[src/verilog/dm_pointer_pkg.sv]
// Constants, types and system register map of the data memory pointer block.
// Assumes a 4-bit core that issues one decoded instruction per cycle on clk_in.
// Functional notes
// RULE1: Bank register 79H, upper two bits zero.
// RULE2: Bank values 0-2 select banks; 3 prohibited.
// RULE3: Bank register reachable whatever bank is selected.
// RULE4: 11-bit index from 7AH[2:0], 7BH, 7CH.
// RULE5: Index enable flag is bit 0 of 7FH.
// RULE6: Row pointer 7AH[2:0]+7BH, enable 7AH bit 3.
// RULE7: Row pointer shares index storage; 7AH[2:1] zero.
// RULE8: Index enable ORs index into bank, row, column.
// RULE9: Listed non-memory instructions never index-modified.
// RULE10: Row pointer enable replaces indirect destination bank, row.
// RULE11: Only indirect transfers use the row pointer.
// RULE12: Index increment is 9-bit, 1FFH wraps to 000H.
// RULE13: Genreg pointer 7DH plus 7EH[3:1], five valid bits.
// RULE14: 7DH part selects bank, 7EH part selects row.
// RULE15: Genreg only rows 0-7 of banks 0, 1.
// RULE16: 7EH bit 0 is decimal flag, kept separately.
// RULE17: Fixed-zero bits ignore writes, read zero.
// RULE18: All pointer bits clear on any reset source.

package dm_pointer_pkg;

	// ----------------------------------------------------------------
	// System register locations
	// ----------------------------------------------------------------
	localparam logic [6:0] ADDR_BANK_SELECT = 7'h79;
	localparam logic [6:0] ADDR_POINTER_HIGH = 7'h7A;
	localparam logic [6:0] ADDR_POINTER_MIDDLE = 7'h7B;
	localparam logic [6:0] ADDR_INDEX_LOW = 7'h7C;
	localparam logic [6:0] ADDR_GENREG_HIGH = 7'h7D;
	localparam logic [6:0] ADDR_GENREG_LOW = 7'h7E;
	localparam logic [6:0] ADDR_STATUS_WORD = 7'h7F;

	// ----------------------------------------------------------------
	// Field positions and widths
	// ----------------------------------------------------------------
	localparam int SYS_ADDR_W = 7;
	localparam int NIBBLE_W = 4;
	localparam int BANK_W = 2;
	localparam int DM_BANK_W = 4;
	localparam int DM_ROW_W = 3;
	localparam int DM_COL_W = 4;
	localparam int DM_ADDR_W = DM_BANK_W + DM_ROW_W + DM_COL_W;
	localparam int INDEX_W = 11;
	localparam int INDEX_INC_W = 9;
	localparam int ROW_PTR_W = 7;
	localparam int POS_ROW_PTR_ENABLE = 3;
	localparam int POS_INDEX_ENABLE = 0;
	localparam int POS_DECIMAL_FLAG = 0;

	// ----------------------------------------------------------------
	// Reset values, increment step and read default
	// ----------------------------------------------------------------
	localparam logic [BANK_W-1:0] BANK_RESET = 2'h0;
	localparam logic [NIBBLE_W-1:0] NIBBLE_RESET = 4'h0;
	localparam logic [INDEX_INC_W-1:0] INDEX_RESET = 9'h000;
	localparam logic [INDEX_INC_W-1:0] INDEX_ONE = 9'h001;
	localparam logic [NIBBLE_W-1:0] NIBBLE_ZERO = 4'h0;

	// ----------------------------------------------------------------
	// Types
	// ----------------------------------------------------------------
	typedef enum logic [1:0] {
		IC_EXEMPT,
		IC_DM_MANIP,
		IC_GR_INDIRECT,
		IC_INDEX_INC
	} instr_class_e;

	typedef struct packed {
		logic wr_en;
		logic rd_en;
		logic [SYS_ADDR_W-1:0] addr;
		logic [NIBBLE_W-1:0] wdata;
	} sysreg_req_s;

	typedef struct packed {
		logic valid;
		instr_class_e cls;
		logic [DM_ADDR_W-1:0] mem_addr;
		logic [DM_ADDR_W-1:0] ind_addr;
		logic [DM_COL_W-1:0] gr_col;
	} instr_req_s;

	typedef struct packed {
		logic valid;
		logic [DM_ADDR_W-1:0] mem_addr;
		logic [DM_ADDR_W-1:0] ind_addr;
		logic [DM_ADDR_W-1:0] gr_addr;
	} addr_result_s;

endpackage : dm_pointer_pkg

[src/verilog/data_memory_address_pointers.sv]
// Bank, index, row pointer and general register pointer of the data memory.
// Assumes system register accesses and decoded instructions arrive on clk_in.
`timescale 1ns/1ps
`default_nettype none

module data_memory_address_pointers (
	input wire logic clk_in,
	input wire logic resetn_in,
	input wire logic clock_stop_in,
	input wire logic ce_reset_in,
	input wire dm_pointer_pkg::sysreg_req_s sys_req_in,
	input wire dm_pointer_pkg::instr_req_s instr_in,
	output logic [dm_pointer_pkg::NIBBLE_W-1:0] rdata_out,
	output logic rd_hit_out,
	output dm_pointer_pkg::addr_result_s result_out,
	output logic [dm_pointer_pkg::BANK_W-1:0] bank_out,
	output logic [dm_pointer_pkg::INDEX_W-1:0] index_value_out,
	output logic index_modify_enable_out,
	output logic row_pointer_enable_out,
	output logic decimal_flag_out
);
	import dm_pointer_pkg::*;

	// ----------------------------------------------------------------
	// Reset release
	// ----------------------------------------------------------------
	logic rst_sync1_q;
	logic rst_sync2_q;
	logic rst_n;

	always_ff @(posedge clk_in or negedge resetn_in) begin
		if (!resetn_in) begin
			rst_sync1_q <= 1'b0;
			rst_sync2_q <= 1'b0;
		end else begin
			rst_sync1_q <= 1'b1;
			rst_sync2_q <= rst_sync1_q;
		end
	end

	assign rst_n = rst_sync2_q;

	// Clock stop and chip-enable clears act like power-on for the system register state, not the output flops
	logic soft_clear;
	assign soft_clear = clock_stop_in | ce_reset_in;

	// ----------------------------------------------------------------
	// Write decode
	// ----------------------------------------------------------------
	logic wr_bank;
	logic wr_ptr_high;
	logic wr_ptr_mid;
	logic wr_idx_low;
	logic wr_gr_high;
	logic wr_gr_low;
	logic wr_status;

	// Decoded independently of the bank register value
	assign wr_bank = sys_req_in.wr_en && (sys_req_in.addr == ADDR_BANK_SELECT); // RULE3
	assign wr_ptr_high = sys_req_in.wr_en && (sys_req_in.addr == ADDR_POINTER_HIGH);
	assign wr_ptr_mid = sys_req_in.wr_en && (sys_req_in.addr == ADDR_POINTER_MIDDLE);
	assign wr_idx_low = sys_req_in.wr_en && (sys_req_in.addr == ADDR_INDEX_LOW);
	assign wr_gr_high = sys_req_in.wr_en && (sys_req_in.addr == ADDR_GENREG_HIGH);
	assign wr_gr_low = sys_req_in.wr_en && (sys_req_in.addr == ADDR_GENREG_LOW);
	assign wr_status = sys_req_in.wr_en && (sys_req_in.addr == ADDR_STATUS_WORD);

	// ----------------------------------------------------------------
	// Bank select
	// ----------------------------------------------------------------
	logic [BANK_W-1:0] bank_q;

	always_ff @(posedge clk_in or negedge rst_n) begin
		if (!rst_n) begin
			bank_q <= BANK_RESET; // RULE18
		end else if (soft_clear) begin
			bank_q <= BANK_RESET; // RULE18
		end else if (wr_bank) begin
			// Upper two bits dropped; value 3 is software's to avoid
			bank_q <= sys_req_in.wdata[BANK_W-1:0]; // RULE1 RULE2 RULE17
		end
	end

	// ----------------------------------------------------------------
	// Index register and row pointer storage
	// ----------------------------------------------------------------
	// Only nine index bits exist; bits 10 and 9 are the fixed-zero 7AH[2:1]
	logic [INDEX_INC_W-1:0] index_q;
	logic [INDEX_INC_W-1:0] index_d;
	logic row_ptr_en_q;
	logic index_en_q;
	logic index_inc;

	assign index_inc = instr_in.valid && (instr_in.cls == IC_INDEX_INC);

	always_comb begin
		index_d = index_q;
		if (index_inc) begin
			index_d = index_q + INDEX_ONE; // RULE12
		end
		// Software write to a nibble takes priority over an increment
		if (wr_ptr_high) begin
			index_d[INDEX_INC_W-1] = sys_req_in.wdata[0]; // RULE7 RULE17
		end
		if (wr_ptr_mid) begin
			index_d[INDEX_INC_W-2 -: NIBBLE_W] = sys_req_in.wdata; // RULE4 RULE6
		end
		if (wr_idx_low) begin
			index_d[NIBBLE_W-1:0] = sys_req_in.wdata; // RULE4
		end
	end

	always_ff @(posedge clk_in or negedge rst_n) begin
		if (!rst_n) begin
			index_q <= INDEX_RESET; // RULE18
		end else if (soft_clear) begin
			index_q <= INDEX_RESET; // RULE18
		end else begin
			index_q <= index_d;
		end
	end

	always_ff @(posedge clk_in or negedge rst_n) begin
		if (!rst_n) begin
			row_ptr_en_q <= 1'b0; // RULE18
		end else if (soft_clear) begin
			row_ptr_en_q <= 1'b0; // RULE18
		end else if (wr_ptr_high) begin
			row_ptr_en_q <= sys_req_in.wdata[POS_ROW_PTR_ENABLE]; // RULE6
		end
	end

	always_ff @(posedge clk_in or negedge rst_n) begin
		if (!rst_n) begin
			index_en_q <= 1'b0; // RULE18
		end else if (soft_clear) begin
			index_en_q <= 1'b0; // RULE18
		end else if (wr_status) begin
			index_en_q <= sys_req_in.wdata[POS_INDEX_ENABLE]; // RULE5
		end
	end

	logic [INDEX_W-1:0] index_full;
	logic [ROW_PTR_W-1:0] row_ptr;

	assign index_full = {{(INDEX_W-INDEX_INC_W){1'b0}}, index_q}; // RULE4 RULE7
	assign row_ptr = index_full[INDEX_W-1 -: ROW_PTR_W]; // RULE6 RULE7

	// ----------------------------------------------------------------
	// General register pointer and decimal flag
	// ----------------------------------------------------------------
	logic [BANK_W-1:0] gr_bank_q;
	logic [DM_ROW_W-1:0] gr_row_q;
	logic decimal_q;

	always_ff @(posedge clk_in or negedge rst_n) begin
		if (!rst_n) begin
			gr_bank_q <= BANK_RESET; // RULE18
		end else if (soft_clear) begin
			gr_bank_q <= BANK_RESET; // RULE18
		end else if (wr_gr_high) begin
			gr_bank_q <= sys_req_in.wdata[BANK_W-1:0]; // RULE13 RULE17
		end
	end

	always_ff @(posedge clk_in or negedge rst_n) begin
		if (!rst_n) begin
			gr_row_q <= 3'h0; // RULE18
		end else if (soft_clear) begin
			gr_row_q <= 3'h0; // RULE18
		end else if (wr_gr_low) begin
			gr_row_q <= sys_req_in.wdata[NIBBLE_W-1:1]; // RULE13 RULE14
		end
	end

	// Own flop so the pointer bits never disturb it
	always_ff @(posedge clk_in or negedge rst_n) begin
		if (!rst_n) begin
			decimal_q <= 1'b0;
		end else if (soft_clear) begin
			decimal_q <= 1'b0;
		end else if (wr_gr_low) begin
			decimal_q <= sys_req_in.wdata[POS_DECIMAL_FLAG]; // RULE16
		end
	end

	// ----------------------------------------------------------------
	// Address formation
	// ----------------------------------------------------------------
	logic index_applies;
	logic row_ptr_applies;
	logic [DM_ADDR_W-1:0] mem_addr_d;
	logic [DM_ADDR_W-1:0] ind_addr_d;
	logic [DM_ADDR_W-1:0] gr_addr_d;

	// Exempt and increment instructions see the raw operand address
	assign index_applies = index_en_q &&
		((instr_in.cls == IC_DM_MANIP) || (instr_in.cls == IC_GR_INDIRECT)); // RULE9
	assign row_ptr_applies = row_ptr_en_q && (instr_in.cls == IC_GR_INDIRECT); // RULE11

	always_comb begin
		mem_addr_d = instr_in.mem_addr;
		if (index_applies) begin
			mem_addr_d = instr_in.mem_addr | index_full; // RULE8
		end
	end

	always_comb begin
		ind_addr_d = instr_in.ind_addr;
		if (row_ptr_applies) begin
			ind_addr_d = {row_ptr, instr_in.ind_addr[DM_COL_W-1:0]}; // RULE10
		end
	end

	// Only the low bank bit reaches the address, limiting it to banks 0 and 1
	assign gr_addr_d = {{(DM_BANK_W-1){1'b0}}, gr_bank_q[0], gr_row_q, instr_in.gr_col}; // RULE14 RULE15

	always_ff @(posedge clk_in or negedge rst_n) begin
		if (!rst_n) begin
			result_out <= '0;
		end else begin
			result_out.valid <= instr_in.valid && (instr_in.cls != IC_INDEX_INC);
			result_out.mem_addr <= mem_addr_d;
			result_out.ind_addr <= ind_addr_d;
			result_out.gr_addr <= gr_addr_d;
		end
	end

	// ----------------------------------------------------------------
	// Read path
	// ----------------------------------------------------------------
	logic [NIBBLE_W-1:0] rdata_d;
	logic hit_d;

	always_comb begin
		rdata_d = NIBBLE_ZERO;
		hit_d = 1'b1;
		unique case (sys_req_in.addr)
			ADDR_BANK_SELECT: rdata_d = {2'b00, bank_q}; // RULE1 RULE17
			ADDR_POINTER_HIGH: rdata_d = {row_ptr_en_q, 2'b00, index_q[INDEX_INC_W-1]}; // RULE7 RULE17
			ADDR_POINTER_MIDDLE: rdata_d = index_q[INDEX_INC_W-2 -: NIBBLE_W];
			ADDR_INDEX_LOW: rdata_d = index_q[NIBBLE_W-1:0];
			ADDR_GENREG_HIGH: rdata_d = {2'b00, gr_bank_q}; // RULE13 RULE17
			ADDR_GENREG_LOW: rdata_d = {gr_row_q, decimal_q}; // RULE16
			ADDR_STATUS_WORD: rdata_d = {3'b000, index_en_q};
			default: hit_d = 1'b0;
		endcase
	end

	always_ff @(posedge clk_in or negedge rst_n) begin
		if (!rst_n) begin
			rdata_out <= NIBBLE_ZERO;
			rd_hit_out <= 1'b0;
		end else begin
			rdata_out <= sys_req_in.rd_en ? rdata_d : NIBBLE_ZERO;
			rd_hit_out <= sys_req_in.rd_en && hit_d;
		end
	end

	// ----------------------------------------------------------------
	// State views
	// ----------------------------------------------------------------
	always_ff @(posedge clk_in or negedge rst_n) begin
		if (!rst_n) begin
			bank_out <= BANK_RESET;
			index_value_out <= '0;
			index_modify_enable_out <= 1'b0;
			row_pointer_enable_out <= 1'b0;
			decimal_flag_out <= 1'b0;
		end else begin
			bank_out <= bank_q;
			index_value_out <= index_full;
			index_modify_enable_out <= index_en_q;
			row_pointer_enable_out <= row_ptr_en_q;
			decimal_flag_out <= decimal_q;
		end
	end

endmodule : data_memory_address_pointers

`default_nettype wire

[config.mk]
export PLATFORM = sky130hd
export DESIGN_NAME = data_memory_address_pointers
export DESIGN_NICKNAME = d
export VERILOG_FILES = /design/src/verilog/dm_pointer_pkg.sv /design/src/verilog/data_memory_address_pointers.sv
export SDC_FILE = /design/constraint.sdc
export NUM_CORES = 1
export LEC_CHECK = 0
export BUFFER_PORTS_ARGS = -buffer_cell sky130_fd_sc_hd__buf_2
export CAP_MARGIN = 5
export CORE_MARGIN = 5
export CORE_UTILIZATION = 44
export CTS_CLUSTER_DIAMETER = 200
export CTS_CLUSTER_SIZE = 16
export DETAILED_ROUTE_END_ITERATION = 8
export GPL_TIMING_DRIVEN = 0
export PLACE_DENSITY = 0.75
export SLEW_MARGIN = 25
export SYNTH_ARGS = -nofsm -noshare
export SYNTH_HDL_FRONTEND = slang
export SYNTH_SLANG_ARGS = --single-unit
[constraint.sdc]
create_clock -name clk_in -period 2.2 [get_ports clk_in]
set_input_delay 0.22 -clock clk_in [delete_from_list [all_inputs] [get_ports clk_in]]
set_output_delay 0.22 -clock clk_in [all_outputs]
set_load 0.01 [all_outputs]
; ---- Yosys cells after proc, flatten, opt, wreduce, memory -nomap -nowiden
; Cells that the tools add are included.
[classes]
n_mux = 22
n_bitwise = 2
n_eq_ne = 11
add_sub_neg = 1
reduce_logical = 22
[ops]
columns = op, count
row1 = $eq A7 B7 Y1 const B, 7
row2 = $pmux W4 S7, 1
row3 = $mux W11, 2
row4 = $mux W9, 2
row5 = $logic_and A1 B1 Y1, 12
row6 = $mux W4, 3
row7 = $or A11 B9 Y11, 1
row8 = $reduce_bool A2 Y1, 5
row9 = $add A9 B1 Y9 const B, 1
row10 = $reduce_bool A3 Y1, 3
row11 = $mux W1, 8
row12 = $mux W2, 4
row13 = $reduce_or A7 Y1, 1
row14 = $mux W3, 2
row15 = $eq A2 B2 Y1 const B, 2
row16 = $eq A2 B1 Y1 const B, 1
row17 = $ne A2 B2 Y1 const B, 1
row18 = $logic_or A1 B1 Y1, 1
row19 = $or A1 B1 Y1, 1
[totals]
wordCells = 80
in_bits = 46
output_inout_bits = 55
ff_bits = 71

; ---- Logic depth before layout (Yosys ltp)
[logic_depth]
ltp_word = 5
depth_mapped = 6
mapped_depth_nobuf = 5

; ---- Worst setup path before layout
; No wires, ideal clock.
[synth_timing]
kind = register to register
from = reg index_q[0]
to = reg index_q[8]
t_required_ns = 2.081
path_stages_with_launch = 6
setup_slack_ns = 0.904
path_buffers = 0
synth_period_minus_slack_ns = 1.296
arrival_ns = 1.177
setup_time_ns = 0.119
cell_sequence = dfrtp_1 > ha_1 > and4_1 > nand4_1 > xnor2_1 > o21a_1
[synth_via]
elab_chain_len = 4
[synth_lines]
columns = item, line_no
row1 = start: declaration, data_memory_address_pointers.sv:87  ; logic [INDEX_INC_W-1:0] index_q;
row2 = start signal: assignment, data_memory_address_pointers.sv:118  ; index_q <= index_d;
row3 = $add A9 B1 Y9, data_memory_address_pointers.sv:98  ; index_d = index_q + INDEX_ONE;
row4 = $mux W9, data_memory_address_pointers.sv:97  ; if (index_inc) begin
row5 = $mux W1, data_memory_address_pointers.sv:101  ; if (wr_ptr_high) begin
row6 = $mux W9, data_memory_address_pointers.sv:115  ; end else if (soft_clear) begin
; No other way between the ends. The select of a mux whose other input is x is not followed.
; A chain may end at the register's enable or synchronous reset.

; ---- Final worst setup path
; Same ends and word-level chain as after synthesis.

==> impl_metrics.csv <==
group,metric,value,unit
final_layout,diodes,0,
setup_path,critPathMaxFanout,6,
synth,synthDistinctLibCells,40,
cts,cts_setup_buffers,0,
timing,rsz0062_at_grt,"false",
timing,relSlewSlack,59.1,%
cts,clk_pin_slew,0.08,ns
timing,tightestPinTransition,0.608,ns
placed_design,dpl.hpwl,4580,um
placed_design,gp_congestion,0.886,
placed_design,port_buffers,95,
floorplanning,io_pins,101,
final_layout,fin_area,3680,um2
grt,grt_overflow_total,0,
cts,clk_latency,0.34,ns
timing,fin_worst_skew,0.0132,ns
synth,ys_seq_area_share,64.6,%
cts,cts_resized,0,
final_layout,stdcell_count,422,
floorplanning,die_x,89.1,um
setup_path,ff2ff_path_depth,5,
synth,synth_area_per_cell,12.5,um2
placed_design,placed_cell_area,3370,um2
final_layout,nets,391,
routing,drcViolationCount,0,
setup_path,r2r-start,"index_q[0]",
routing,wl_met2,3200,um
grt,antenna_found_initial,0,
routing,post_drt_wl_per_cell,15.3,um
setup_path,critPathRequiredTime,2.43,ns
timing,fin_crit,1.48,ns
cts,cts_buffer_depth,2,
timing,period_share,67.2,%
setup_path,cp-start-kind,"flop",
power_and_ir_drop,peakVddDrop,0.405,mV
final_layout,drive_gt1_share,37.8,%
synth,syn_inst,220,
routing,vias_per_cell,5.02,
timing,fmax,677,MHz
floorplanning,die_h,89.1,um
grt,grt_max_degree,46,
placed_design,dp_cells,395,
synth,ys_async_sr_fraction,100,%
routing,wl,6470,um
synth,synth-edff-count,0,
routing,route.vias.total,2117,
cts,htreeDepth,3,
grt,grt_use_total,17.4,%
setup_path,arrival,1.70,ns
cts,cts_root_buf,"clkbuf_8",
routing,ant_nets,0,
grt,grt_pass1_wl,10400,um
routing,first_pass_iters,4,
synth,synth_seq_cells,71,
power_and_ir_drop,totalPowerFinal,2600,uW
synth,synth_flop_cell,"dfrtp_1",
routing,dr.first_iter.drc_count,91,
synth,synth_warnings,0,
final_layout,synthToLayoutAreaGrowth,33.7,%
hold_path,min_path_type,"in2reg",
routing,met3_length,618,um
setup_path,crit_path_end_kind,"flop",
grt,grt_pass1_vias,2195,
setup_path,cp-endpoint,"index_q[8]",
routing,top_layer,"met4",
final_layout,final_cell_mix,"buf_2, dfrtp_1, nor2_1",
cts,cts_buffers,9,
setup_path,critPathLaunch,"index_q[0]",
power_and_ir_drop,power.density,708,nW/um2
setup_path,path_class,"reg2reg",
timing,setup_viol,0,
floorplanning,coreArea,5990,um2
timing,finalMaxSlewViolations,0,
synth,syn_area,2750,um2
floorplanning,rows,28,
outcome,outcome,"completed",
floorplanning,initial_core_util,45.9,%
floorplanning,die-area,7930,um2
setup_path,r2r_slack,0.72,ns
routing,wl_met1,2570,um
power_and_ir_drop,leakage,0.00190,uW
timing,hold_violations,0,
cts,cts_tree,"built",
cts,clkSinkCount,71,
job,cap_violations,0,
setup_path,worstReg2RegEnd,"index_q[8]",
final_layout,final_common_cell,"buf_2",
==> repair_timing <==
action	4_1_cts	5_1_grt
hold buffers	11	0
endpoints found under the setup margin	0	0
endpoints found under the hold margin	12	0
==> how the worst min path moves through the flow <==
stage                       startpoint        endpoint  slack (ns)  cells past startpoint
final                     instr_in[16]  result_out[23]        0.05                      2
after floorplan              resetn_in           rst_n       -0.08                      0
after detailed placement     resetn_in           rst_n       0.008                      1
after global routing      instr_in[21]  result_out[28]        0.05                      2
after global placement       resetn_in           rst_n       0.005                      1
after CTS                 instr_in[16]  result_out[23]        0.04                      2
==> cells by family (layout without fill, tap and decap cells) <==
family                   after synthesis  count (layout)  share of synthesized area (%)
AO/OA/AOI/OAI                         36              36                           8.78
XOR/XNOR                               7               7                           2.23
adder cells (fa/ha/maj)                3               3                           1.36
buffers and inverters                 20             143                           3.68
flip-flops                            71              71                           64.6
multiplexers                          20              20                           7.50
other                                  2               6                          0.273
AND/OR/NAND/NOR                       61              61                           11.6
==> routing by layer <==
metal,up-vias,track usage [%]
met3,6,5.90
met1,1030,20.5
li1,1001,-
met5,-,0
met2,80,29.8
met4,0,6.09
==> power breakdown <==
group,internal (uW),switching [uW]
Clock,535,520
Combinational,94.4,105
Sequential,1330,16.8
Total,1960,642
==> worst max-delay path: stages, from the launching register on <==
cell and delay [ns]:
dfrtp_1 0.48, ha_1 0.20, and4_1 0.24, nand4_1 0.12, xnor2_1 0.15, o21a_1 0.17
==> sequential cells by signal (all words and copies together) (netlist names), 2 cells and up <==
signal	cells
index_q	9
rdata_out	4
result_out	31
gr_bank_q	2
index_value_out	9
bank_q	2
bank_out	2
gr_row_q	3
==> metrics by stage <==
step | setup slack, ns | setup TNS, ns | utilization, % | hold slack (ns)
after floorplan | 0.0764 | 0 | - | -0.0756
after global placement | -0.568 | -38.95 | 55.7 | 0.00467
after detailed placement | 0.629 | 0 | 56.2 | 0.00794
after CTS | 0.718 | 0 | 61.4 | 0.0417
after global routing | 0.607 | 0 | 61.4 | 0.0467
final | 0.722 | 0 | 61.4 | 0.0501
==> cell type report <==
class / instances / area, um2
plain buffers: 13 / 75.1
well taps: 75 / 93.8
flip-flops and latches: 71 / 1780
multi-input cells: 133 / 888
inverters: 7 / 26.3
clock buffers: 9 / 124
fillers: 486 / 2310
repair buffers: 107 / 613
clock inverters: 7 / 78.8
==> cells in the mapped netlist (3+ instances only) <==
cell type | n | area (um2)
nor2_1 | 19 | 71.3
o21ai_0 | 6 | 30.0
nand2b_1 | 3 | 18.8
nand2_1 | 8 | 30.0
mux2_2 | 5 | 56.3
mux2i_1 | 15 | 150
nor2b_1 | 5 | 31.3
a211oi_1 | 3 | 22.5
ha_1 | 3 | 37.5
buf_2 | 3 | 15.0
nor3_1 | 6 | 30.0
nand3_1 | 5 | 25.0
xnor2_1 | 4 | 35.0
inv_1 | 7 | 26.3
a21o_1 | 9 | 67.6
a21oi_1 | 9 | 45.0
xor2_1 | 3 | 26.3
dfrtp_1 | 71 | 1780
clkbuf_1 | 4 | 15.0
buf_4 | 6 | 45.0
No activity file was read; power rests on OpenSTA's default activity.
